===== src/include/gpis_consts.vh =====
// ----------------------------------------------------------------------------
// Constants of the GPIO pin interrupt status block
// ----------------------------------------------------------------------------
`ifndef GPIS_CONSTS_VH
`define GPIS_CONSTS_VH

// ----------------------------------------------------------------------------
// Register byte offsets on the Avalon-MM slave
// ----------------------------------------------------------------------------
`define GPIS_ADDR_W        12
`define GPIS_OFF_D_PEND    12'h220
`define GPIS_OFF_D_MASK    12'h224
`define GPIS_OFF_E_PEND    12'h228
`define GPIS_OFF_E_MASK    12'h22c
`define GPIS_OFF_A_TYPE    12'h230
`define GPIS_OFF_STATUS    12'h240
`define GPIS_OFF_IRQ_MASK  12'h244
`define GPIS_OFF_CLK_SEL   12'h248
`define GPIS_OFF_A_PEND    12'h24c
`define GPIS_OFF_D_TYPE_LO 12'h250
`define GPIS_OFF_D_TYPE_HI 12'h254
`define GPIS_OFF_E_TYPE    12'h258

// ----------------------------------------------------------------------------
// Field layouts and reset values
// ----------------------------------------------------------------------------
`define GPIS_PORT_A        0
`define GPIS_PORT_D        1
`define GPIS_PORT_E        2
`define GPIS_NPORT         3
`define GPIS_A_W           16
`define GPIS_D_W           32
`define GPIS_E_W           4
`define GPIS_A_BASE        0
`define GPIS_D_BASE        16
`define GPIS_E_BASE        48
`define GPIS_NPIN          52
`define GPIS_RST_WORD      32'h0000_0000
`define GPIS_RST_PORTS     3'h0
`define GPIS_RST_E         4'h0
`define GPIS_RST_E_TYPE    8'h00

// ----------------------------------------------------------------------------
// Trigger type codes, two bits per pin
// ----------------------------------------------------------------------------
`define GPIS_TYPE_HIGH     2'h0
`define GPIS_TYPE_LOW      2'h1
`define GPIS_TYPE_RISE     2'h2
`define GPIS_TYPE_FALL     2'h3

// ----------------------------------------------------------------------------
// Sample clock rates in Hz, made from core_clk by phase accumulation
// ----------------------------------------------------------------------------
`define GPIS_ACC_W         27
`define GPIS_CLK_HZ        27'h2faf080
`define GPIS_SLOW_HZ       27'h0008000
`define GPIS_FAST_HZ       27'h16e3600

`endif

===== src/hw/gpis_gpio_int.v =====
// Design decision made here: the Avalon-MM slave port.
`timescale 1ns/1ps
`default_nettype none
`include "gpis_consts.vh"

// What this block does
// Port D pending register, read only, bit n shows pin n request active.
// Port D mask register, read-write, reset zero; a one lets pin request count.
// Port E pending register, bits 3:0 per pin, bits 31:4 read zero.
// Port E mask register, read-write, reset zero, bits 3:0, upper bits reserved.
// Trigger code 00 high level, 01 low level, 10 rising, 11 falling edge.
// Port A pins 16..31 type register, two bits per pin, pin 31 on top, reset zero.
// Summary pending flag clears on writing one; software clears edge-triggered flags.
// Per-port sample clock select: 0 gives 32 kHz, 1 gives 24 MHz, reset 0.
// Edge requests stay pending until cleared; summary sets on any unmasked pending.
module gpis_gpio_int (
  input  wire        core_clk,
  input  wire        rst_n,
  input  wire [11:0] avs_address,
  input  wire        avs_read,
  input  wire        avs_write,
  input  wire [31:0] avs_writedata,
  input  wire [3:0]  avs_byteenable,
  output reg  [31:0] avs_readdata,
  output reg         avs_waitrequest,
  input  wire [15:0] port_a_upper_pins,
  input  wire [31:0] port_d_pins,
  input  wire [3:0]  port_e_pins,
  output reg         irq
);

  // ----------------------------------------------------------------------------
  // Registers
  // ----------------------------------------------------------------------------
  reg  [31:0]                port_d_mask_bits_ff;
  reg  [3:0]                 port_e_mask_bits_ff;
  reg  [31:0]                type_a_ff;
  reg  [31:0]                type_d_lo_ff;
  reg  [31:0]                type_d_hi_ff;
  reg  [7:0]                 type_e_ff;
  reg  [2:0]                 status_ff;
  reg  [2:0]                 irq_mask_ff;
  reg  [2:0]                 clk_sel_ff;
  reg  [`GPIS_ACC_W-1:0]     acc_slow_ff;
  reg  [`GPIS_ACC_W-1:0]     acc_fast_ff;
  reg                        tick_slow_ff;
  reg                        tick_fast_ff;

  reg  [31:0]                nxt_readdata;
  reg  [`GPIS_ACC_W-1:0]     nxt_acc_slow;
  reg  [`GPIS_ACC_W-1:0]     nxt_acc_fast;
  reg                        nxt_tick_slow;
  reg                        nxt_tick_fast;

  wire [`GPIS_ACC_W-1:0]     sum_slow;
  wire [`GPIS_ACC_W-1:0]     sum_fast;
  wire [31:0]                be_mask;
  wire                       req_new;
  wire                       wr_go;
  wire [2:0]                 w1c;
  wire [2:0]                 set_ev;
  wire [2:0]                 nxt_status;
  wire [2:0]                 port_tick;
  wire [`GPIS_NPIN-1:0]      all_pins;
  wire [`GPIS_NPIN-1:0]      pin_tick;
  wire [`GPIS_NPIN-1:0]      pin_clear;
  wire [2*`GPIS_NPIN-1:0]    all_types;
  wire [`GPIS_NPIN-1:0]      pin_req;
  wire [`GPIS_A_W-1:0]       port_a_pending_bits;
  wire [`GPIS_D_W-1:0]       port_d_pending_bits;
  wire [`GPIS_E_W-1:0]       port_e_pending_bits;

  // ----------------------------------------------------------------------------
  // Sample clock ticks
  // ----------------------------------------------------------------------------
  // Both sample rates come from core_clk by phase accumulation, so the tick
  // spacing jitters by one cycle but the long-run rate is exact.
  assign sum_slow = acc_slow_ff + `GPIS_SLOW_HZ;
  assign sum_fast = acc_fast_ff + `GPIS_FAST_HZ;

  // Wrap each accumulator at the core rate and flag a tick on the wrap.
  always @* begin
    nxt_acc_slow  = sum_slow;
    nxt_tick_slow = 1'b0;
    if (sum_slow >= `GPIS_CLK_HZ) begin
      nxt_acc_slow  = sum_slow - `GPIS_CLK_HZ;
      nxt_tick_slow = 1'b1;
    end
    nxt_acc_fast  = sum_fast;
    nxt_tick_fast = 1'b0;
    if (sum_fast >= `GPIS_CLK_HZ) begin
      nxt_acc_fast  = sum_fast - `GPIS_CLK_HZ;
      nxt_tick_fast = 1'b1;
    end
  end

  // Accumulator and tick registers.
  always @(posedge core_clk) begin
    if (!rst_n) begin
      acc_slow_ff  <= {`GPIS_ACC_W{1'b0}};
      acc_fast_ff  <= {`GPIS_ACC_W{1'b0}};
      tick_slow_ff <= 1'b0;
      tick_fast_ff <= 1'b0;
    end else begin
      acc_slow_ff  <= nxt_acc_slow;
      acc_fast_ff  <= nxt_acc_fast;
      tick_slow_ff <= nxt_tick_slow;
      tick_fast_ff <= nxt_tick_fast;
    end
  end

  // Each port picks its sample rate from its own select bit.
  assign port_tick = (clk_sel_ff & {3{tick_fast_ff}}) | (~clk_sel_ff & {3{tick_slow_ff}});

  // ----------------------------------------------------------------------------
  // Per-pin detectors
  // ----------------------------------------------------------------------------
  // Pins of the three ports are laid side by side so one loop serves them all.
  assign all_pins  = {port_e_pins, port_d_pins, port_a_upper_pins};
  assign all_types = {type_e_ff, type_d_hi_ff, type_d_lo_ff, type_a_ff};
  assign pin_tick  = {{`GPIS_E_W{port_tick[`GPIS_PORT_E]}},
                      {`GPIS_D_W{port_tick[`GPIS_PORT_D]}},
                      {`GPIS_A_W{port_tick[`GPIS_PORT_A]}}};
  // Clearing a port's summary flag also clears that port's latched edges.
  assign pin_clear = {{`GPIS_E_W{w1c[`GPIS_PORT_E]}},
                      {`GPIS_D_W{w1c[`GPIS_PORT_D]}},
                      {`GPIS_A_W{w1c[`GPIS_PORT_A]}}};

  genvar gi;
  generate
    for (gi = 0; gi < `GPIS_NPIN; gi = gi + 1) begin : g_pin
      gpis_pin_det u_det (
        .core_clk    (core_clk),
        .rst_n       (rst_n),
        .pin         (all_pins[gi]),
        .sample_tick (pin_tick[gi]),
        .trig_type   (all_types[2*gi+1:2*gi]),
        .clear_edge  (pin_clear[gi]),
        .req         (pin_req[gi])
      );
    end
  endgenerate

  assign port_a_pending_bits = pin_req[`GPIS_A_BASE +: `GPIS_A_W];
  assign port_d_pending_bits = pin_req[`GPIS_D_BASE +: `GPIS_D_W];
  assign port_e_pending_bits = pin_req[`GPIS_E_BASE +: `GPIS_E_W];

  // ----------------------------------------------------------------------------
  // Avalon-MM handshake
  // ----------------------------------------------------------------------------
  // waitrequest idles high; a new request drops it for one cycle, and the
  // write lands on the edge where the master sees it low.
  assign req_new = (avs_read | avs_write) & avs_waitrequest;
  assign wr_go   = avs_write & ~avs_waitrequest;
  assign be_mask = {{8{avs_byteenable[3]}}, {8{avs_byteenable[2]}},
                    {8{avs_byteenable[1]}}, {8{avs_byteenable[0]}}};

  // Read mux; unmapped and misaligned addresses read zero.
  always @* begin
    case (avs_address)
      `GPIS_OFF_D_PEND:    nxt_readdata = port_d_pending_bits;
      `GPIS_OFF_D_MASK:    nxt_readdata = port_d_mask_bits_ff;
      `GPIS_OFF_E_PEND:    nxt_readdata = {28'h0000000, port_e_pending_bits};
      `GPIS_OFF_E_MASK:    nxt_readdata = {28'h0000000, port_e_mask_bits_ff};
      `GPIS_OFF_A_TYPE:    nxt_readdata = type_a_ff;
      `GPIS_OFF_STATUS:    nxt_readdata = {29'h00000000, status_ff};
      `GPIS_OFF_IRQ_MASK:  nxt_readdata = {29'h00000000, irq_mask_ff};
      `GPIS_OFF_CLK_SEL:   nxt_readdata = {29'h00000000, clk_sel_ff};
      `GPIS_OFF_A_PEND:    nxt_readdata = {16'h0000, port_a_pending_bits};
      `GPIS_OFF_D_TYPE_LO: nxt_readdata = type_d_lo_ff;
      `GPIS_OFF_D_TYPE_HI: nxt_readdata = type_d_hi_ff;
      `GPIS_OFF_E_TYPE:    nxt_readdata = {24'h000000, type_e_ff};
      default:             nxt_readdata = `GPIS_RST_WORD;
    endcase
  end

  // Handshake and read data registers; data is caught when the request is
  // first seen and stands until the next read request.
  always @(posedge core_clk) begin
    if (!rst_n) begin
      avs_waitrequest <= 1'b1;
      avs_readdata    <= `GPIS_RST_WORD;
    end else begin
      avs_waitrequest <= ~req_new;
      if (req_new && avs_read) begin
        avs_readdata <= nxt_readdata;
      end
    end
  end

  // ----------------------------------------------------------------------------
  // Software-written registers
  // ----------------------------------------------------------------------------
  // Byte enables gate every write; read-only offsets ignore writes.
  always @(posedge core_clk) begin
    if (!rst_n) begin
      port_d_mask_bits_ff <= `GPIS_RST_WORD;
      port_e_mask_bits_ff <= `GPIS_RST_E;
      type_a_ff           <= `GPIS_RST_WORD;
      type_d_lo_ff        <= `GPIS_RST_WORD;
      type_d_hi_ff        <= `GPIS_RST_WORD;
      type_e_ff           <= `GPIS_RST_E_TYPE;
      irq_mask_ff         <= `GPIS_RST_PORTS;
      clk_sel_ff          <= `GPIS_RST_PORTS;
    end else if (wr_go) begin
      case (avs_address)
        `GPIS_OFF_D_MASK: begin
          port_d_mask_bits_ff <= (port_d_mask_bits_ff & ~be_mask) | (avs_writedata & be_mask);
        end
        `GPIS_OFF_E_MASK: begin
          if (avs_byteenable[0]) begin
            port_e_mask_bits_ff <= avs_writedata[3:0];
          end
        end
        `GPIS_OFF_A_TYPE: begin
          type_a_ff <= (type_a_ff & ~be_mask) | (avs_writedata & be_mask);
        end
        `GPIS_OFF_D_TYPE_LO: begin
          type_d_lo_ff <= (type_d_lo_ff & ~be_mask) | (avs_writedata & be_mask);
        end
        `GPIS_OFF_D_TYPE_HI: begin
          type_d_hi_ff <= (type_d_hi_ff & ~be_mask) | (avs_writedata & be_mask);
        end
        `GPIS_OFF_E_TYPE: begin
          if (avs_byteenable[0]) begin
            type_e_ff <= avs_writedata[7:0];
          end
        end
        `GPIS_OFF_IRQ_MASK: begin
          if (avs_byteenable[0]) begin
            irq_mask_ff <= avs_writedata[2:0];
          end
        end
        `GPIS_OFF_CLK_SEL: begin
          if (avs_byteenable[0]) begin
            clk_sel_ff <= avs_writedata[2:0];
          end
        end
        default: begin
          irq_mask_ff <= irq_mask_ff;
        end
      endcase
    end
  end

  // ----------------------------------------------------------------------------
  // Summary pending flags and interrupt
  // ----------------------------------------------------------------------------
  // A port flag sets while any unmasked pin request of that port is pending.
  // Port A upper pins have no mask here, so every request counts.
  assign set_ev[`GPIS_PORT_A] = |port_a_pending_bits;
  assign set_ev[`GPIS_PORT_D] = |(port_d_pending_bits & port_d_mask_bits_ff);
  assign set_ev[`GPIS_PORT_E] = |(port_e_pending_bits & port_e_mask_bits_ff);

  // Writing a one clears a flag. The pin requests seen in the clearing cycle
  // are the ones being cleared, so they must not hold the flag up; a source
  // that is still active raises it again on the next edge, so nothing is lost.
  assign w1c = (wr_go && avs_address == `GPIS_OFF_STATUS && avs_byteenable[0]) ?
               avs_writedata[2:0] : `GPIS_RST_PORTS;
  assign nxt_status = (status_ff | set_ev) & ~w1c;

  // Status flags and the registered interrupt line.
  always @(posedge core_clk) begin
    if (!rst_n) begin
      status_ff <= `GPIS_RST_PORTS;
      irq       <= 1'b0;
    end else begin
      status_ff <= nxt_status;
      irq       <= |(status_ff & irq_mask_ff);
    end
  end

endmodule
`default_nettype wire


===== src/hw/gpis_pin_det.v =====
`timescale 1ns/1ps
`default_nettype none
`include "gpis_consts.vh"

module gpis_pin_det (
  input  wire       core_clk,
  input  wire       rst_n,
  input  wire       pin,
  input  wire       sample_tick,
  input  wire [1:0] trig_type,
  input  wire       clear_edge,
  output wire       req
);

  reg  samp_ff;
  reg  primed_ff;
  reg  edge_ff;
  reg  nxt_edge;
  wire is_edge;
  wire rise;
  wire fall;
  wire hit;
  wire level_req;

  // ----------------------------------------------------------------------------
  // Sampling and detection
  // ----------------------------------------------------------------------------
  // The pin is only looked at on a sample tick; primed_ff hides the first
  // sample so that a pin already high at reset is not seen as a rising edge.
  assign is_edge   = trig_type[1];
  assign rise      = sample_tick & primed_ff & pin & ~samp_ff;
  assign fall      = sample_tick & primed_ff & ~pin & samp_ff;
  assign hit       = (trig_type == `GPIS_TYPE_RISE) ? rise : fall;
  assign level_req = (trig_type == `GPIS_TYPE_HIGH) ? samp_ff : ~samp_ff;

  // An edge stays latched until cleared; a new edge in the clearing cycle wins.
  always @* begin
    if (!is_edge) begin
      nxt_edge = 1'b0;
    end else if (hit) begin
      nxt_edge = 1'b1;
    end else if (clear_edge) begin
      nxt_edge = 1'b0;
    end else begin
      nxt_edge = edge_ff;
    end
  end

  // Sample register, priming flag and edge latch.
  always @(posedge core_clk) begin
    if (!rst_n) begin
      samp_ff   <= 1'b0;
      primed_ff <= 1'b0;
      edge_ff   <= 1'b0;
    end else begin
      if (sample_tick) begin
        samp_ff   <= pin;
        primed_ff <= 1'b1;
      end
      edge_ff <= nxt_edge;
    end
  end

  // A level request follows the last sample; an edge request is the latch.
  assign req = is_edge ? edge_ff : (primed_ff & level_req);

endmodule
`default_nettype wire


===== config.mk =====
export PLATFORM = sky130hd
export DESIGN_NAME = gpis_gpio_int
export DESIGN_NICKNAME = d
export VERILOG_FILES = /design/src/hw/gpis_gpio_int.v /design/src/hw/gpis_pin_det.v
export VERILOG_INCLUDE_DIRS = /design/src /design/src/include
export SDC_FILE = /design/constraint.sdc
export NUM_CORES = 1
export LEC_CHECK = 0
export BUFFER_PORTS_ARGS = -buffer_cell sky130_fd_sc_hd__buf_4
export CORE_MARGIN = 4
export CORE_UTILIZATION = 50
export CTS_BUF_LIST = sky130_fd_sc_hd__clkbuf_16
export DETAILED_ROUTE_END_ITERATION = 6
export PLACE_DENSITY = 0.69
export SKIP_CTS_REPAIR_TIMING = 1
export SLEW_MARGIN = 20
export SYNTH_ARGS = -nofsm -noshare
export SYNTH_HDL_FRONTEND = slang
export SYNTH_SLANG_ARGS = --single-unit
export TNS_END_PERCENT = 10

===== constraint.sdc =====
create_clock -name core_clk -period 6.91 [get_ports core_clk]
set_input_delay 1.382 -clock core_clk [delete_from_list [all_inputs] [get_ports core_clk]]
set_output_delay 1.382 -clock core_clk [all_outputs]
set_load 0.01 [all_outputs]

==> impl_metrics.toml <==
[worst_setup_path]
arrival_ns = 4.21
path_max_fanout = 11
cp.required_ns = 7.30
start_kind = "flop"
crit_type = "flop to flop"
reg2reg_setup_slack_ns = 3.09
crit_path_end_kind = "flop"

[pwr]
power.share.clock = 0.413
power_uw = 5021
leakage_uw = 0.006483
ir_worst_vdd_mv = 0.3089
p_comb_frac = 0.179
pwr-share-seq = 0.408
powerDensity_nw_per_um2 = 266.3
p_sw_uw = 1437
p_sw_frac = 0.2862
intPower_uw = 3584

[floorplan]
coreArea_um2 = 31800
rows = 65
die_x_um = 188.1
ios = 138
die_area_um2 = 35370
start_util = 0.5098
die_h_um = 188.1

[timing]
fin_skew_ns = 0.01687
drv_slew = 0
hold_viol_final = 0
fin_crit_sh = 0.5531
slew_headroom = 0.2819
max_clock_freq_mhz = 261.6
rsz0062_at_grt = "false"
holdWs_ns = 0.4502
tns_ns = 0
setup_viol = 0
period_minus_slack_ns = 3.822
tightestPinTransition_ns = 1.073

[global_route]
antenna_found_initial = 0
grt_first_pass_wirelength_um = 84330
grt_max_degree = 119
grt_use_total = 0.2956
overflow = 0
grt_pass1_vias = 15017

[place]
dp_cells = 2663
port_buffers = 137
routabilityCongestion = 0.9428
dp_hpwl_um = 38590
dpl_cell_area_um2 = 17580

[worst_hold_path]
holdCritPathClass = "flop to flop"

[final_layout]
layout_commonest_cell = "nand2_1"
area_growth_pct = 16.28
stdcell_count = 2731
stdcell_area_um2 = 18850
layout_common_cells = "nand2_1, dfxtp_1, a21oi_1, nor2_1, buf_4"
drive_gt1_frac = 0.1037
diodes = 0
nNetsFinal = 2380

[logic_synthesis]
synth-adder-area-share = 0.006174
ys_warn_count = 0
synth.net_count = 2288
synth_edf_count = 0
muxShareOfSynthArea = 0.02856
synth-simple-area-share = 0.2544
synth_cell_types = 67
synth_flop_cell = "dfxtp_1"
synth_compound_area_frac = 0.2120
synth_top_family_by_area = "simple AND/OR/NAND/NOR gates"
synth_area_per_cell_um2 = 7.450
async_reset_ff_frac = 0
yosys_register_bits = 332
synthXorXnorAreaFrac = 0.06105
ys_seq_area_frac = 0.4100
syn_area_um2 = 16210
synthCells = 2176

[route]
routed_wirelength_um = 54920
num_vias = 16261
firstDrtPassIters = 7
wl_per_cell_um = 20.11
avgViaCountPerCell = 5.954
antenna_left = 0
post-route-drc-count = 10
drt_iter0_markers = 2002

[clocking]
clkTransAtPathRegs_ns = 0.06
cts_sinks = 332
numCtsBuffers = 38
clkLatencyLatePin_ns = 0.53
tritoncts = "yes"
clock_path_buffers = 3
cts_root_buf = "clkbuf_16"
htree_levels = 2

[status]
violations = "design-rule violations"
status = "finished, violations left"

[job]
drv_cap = 0
## kinds of logic after synthesis
logic type                 count (synthesis)
AOI/OAI and AO/OA                        553
xor gates and xnor gates                 113
adders and majority gates                  8
buffers and inverters                    119
DFF                                      332
muxes                                     46
and+or+nand+nor                         1005
## critical path: stages (launching register included)
cell       delay, ns
dfxtp_1         0.49
inv_1           0.08
ha_1            0.27
nand2b_1        0.20
a21o_1          0.26
xnor2_1         0.21
a2111o_1        0.36
a2111oi_4       0.49
a2bb2oi_1       0.80
nand4_1         0.23
xnor2_1         0.22
nor2_1          0.05
## Yosys cell counts (9+ instances only)
| master | instances | area share |
|---|---|---|
| nor4_1 | 14 | 0.0054 |
| nor2_1 | 229 | 0.053 |
| mux2i_1 | 44 | 0.027 |
| o21ai_0 | 120 | 0.037 |
| dfxtp_1 | 332 | 0.41 |
| inv_1 | 14 | 0.0032 |
| clkbuf_1 | 96 | 0.022 |
| xor2_1 | 70 | 0.038 |
| nand3_1 | 29 | 0.0090 |
| nand2b_1 | 9 | 0.0035 |
| nand2_1 | 630 | 0.15 |
| a22oi_1 | 81 | 0.038 |
| a21oi_1 | 242 | 0.075 |
| nor3_1 | 14 | 0.0043 |
| nor2b_1 | 23 | 0.0089 |
| xnor2_1 | 43 | 0.023 |
| nand4_1 | 10 | 0.0039 |
| a222oi_1 | 41 | 0.025 |
## worst paths after layout
path / end / startpoint / depth (start not counted)
min reg2reg: g_pin[38].u_det.edge_ff / g_pin[38].u_det.edge_ff / 2
min: g_pin[38].u_det.edge_ff / g_pin[38].u_det.edge_ff / 2
max: acc_fast_ff[22] / acc_fast_ff[9] / 11
max reg2reg: acc_fast_ff[22] / acc_fast_ff[9] / 11
## metal layers
layer	global-route usage	vias up	wire, µm
met5	0	-	0
met4	0.09317	0	1682
met3	0.06050	122	5958
met2	0.4514	880	23760
met1	0.4211	7556	23520
li1	-	7703	-
## power by group through the flow
stage | sequential [µW] | clock (µW) | combinational [µW]
after detailed placement | 2090 | 0 | 890
after global routing | 2060 | 2170 | 1000
after CTS | 2050 | 2090 | 896
final | 2050 | 2070 | 897
after floorplan | 2050 | 0 | 710
after global placement | 2090 | 0 | 872
## per-stage QoR
| step | util | setup slack [ns] |
|---|---|---|
| final | 0.5928 | 3.088 |
| after global routing | 0.5928 | 2.703 |
| after CTS | 0.5928 | 3.081 |
| after detailed placement | 0.5529 | 2.669 |
| after global placement | 0.5529 | 2.695 |
| after floorplan | - | 3.391 |
## cell type report
type / count / area, µm²
fill: 2908 / 12950
multi-input combinational: 1725 / 9156
sequential: 332 / 6648
timing repair buffer: 156 / 1171
clock buffer: 39 / 975.9
tap: 435 / 544.3
clock inverter: 29 / 292.8
inverter: 15 / 63.81
No activity file was read; power rests on OpenSTA's default activity.
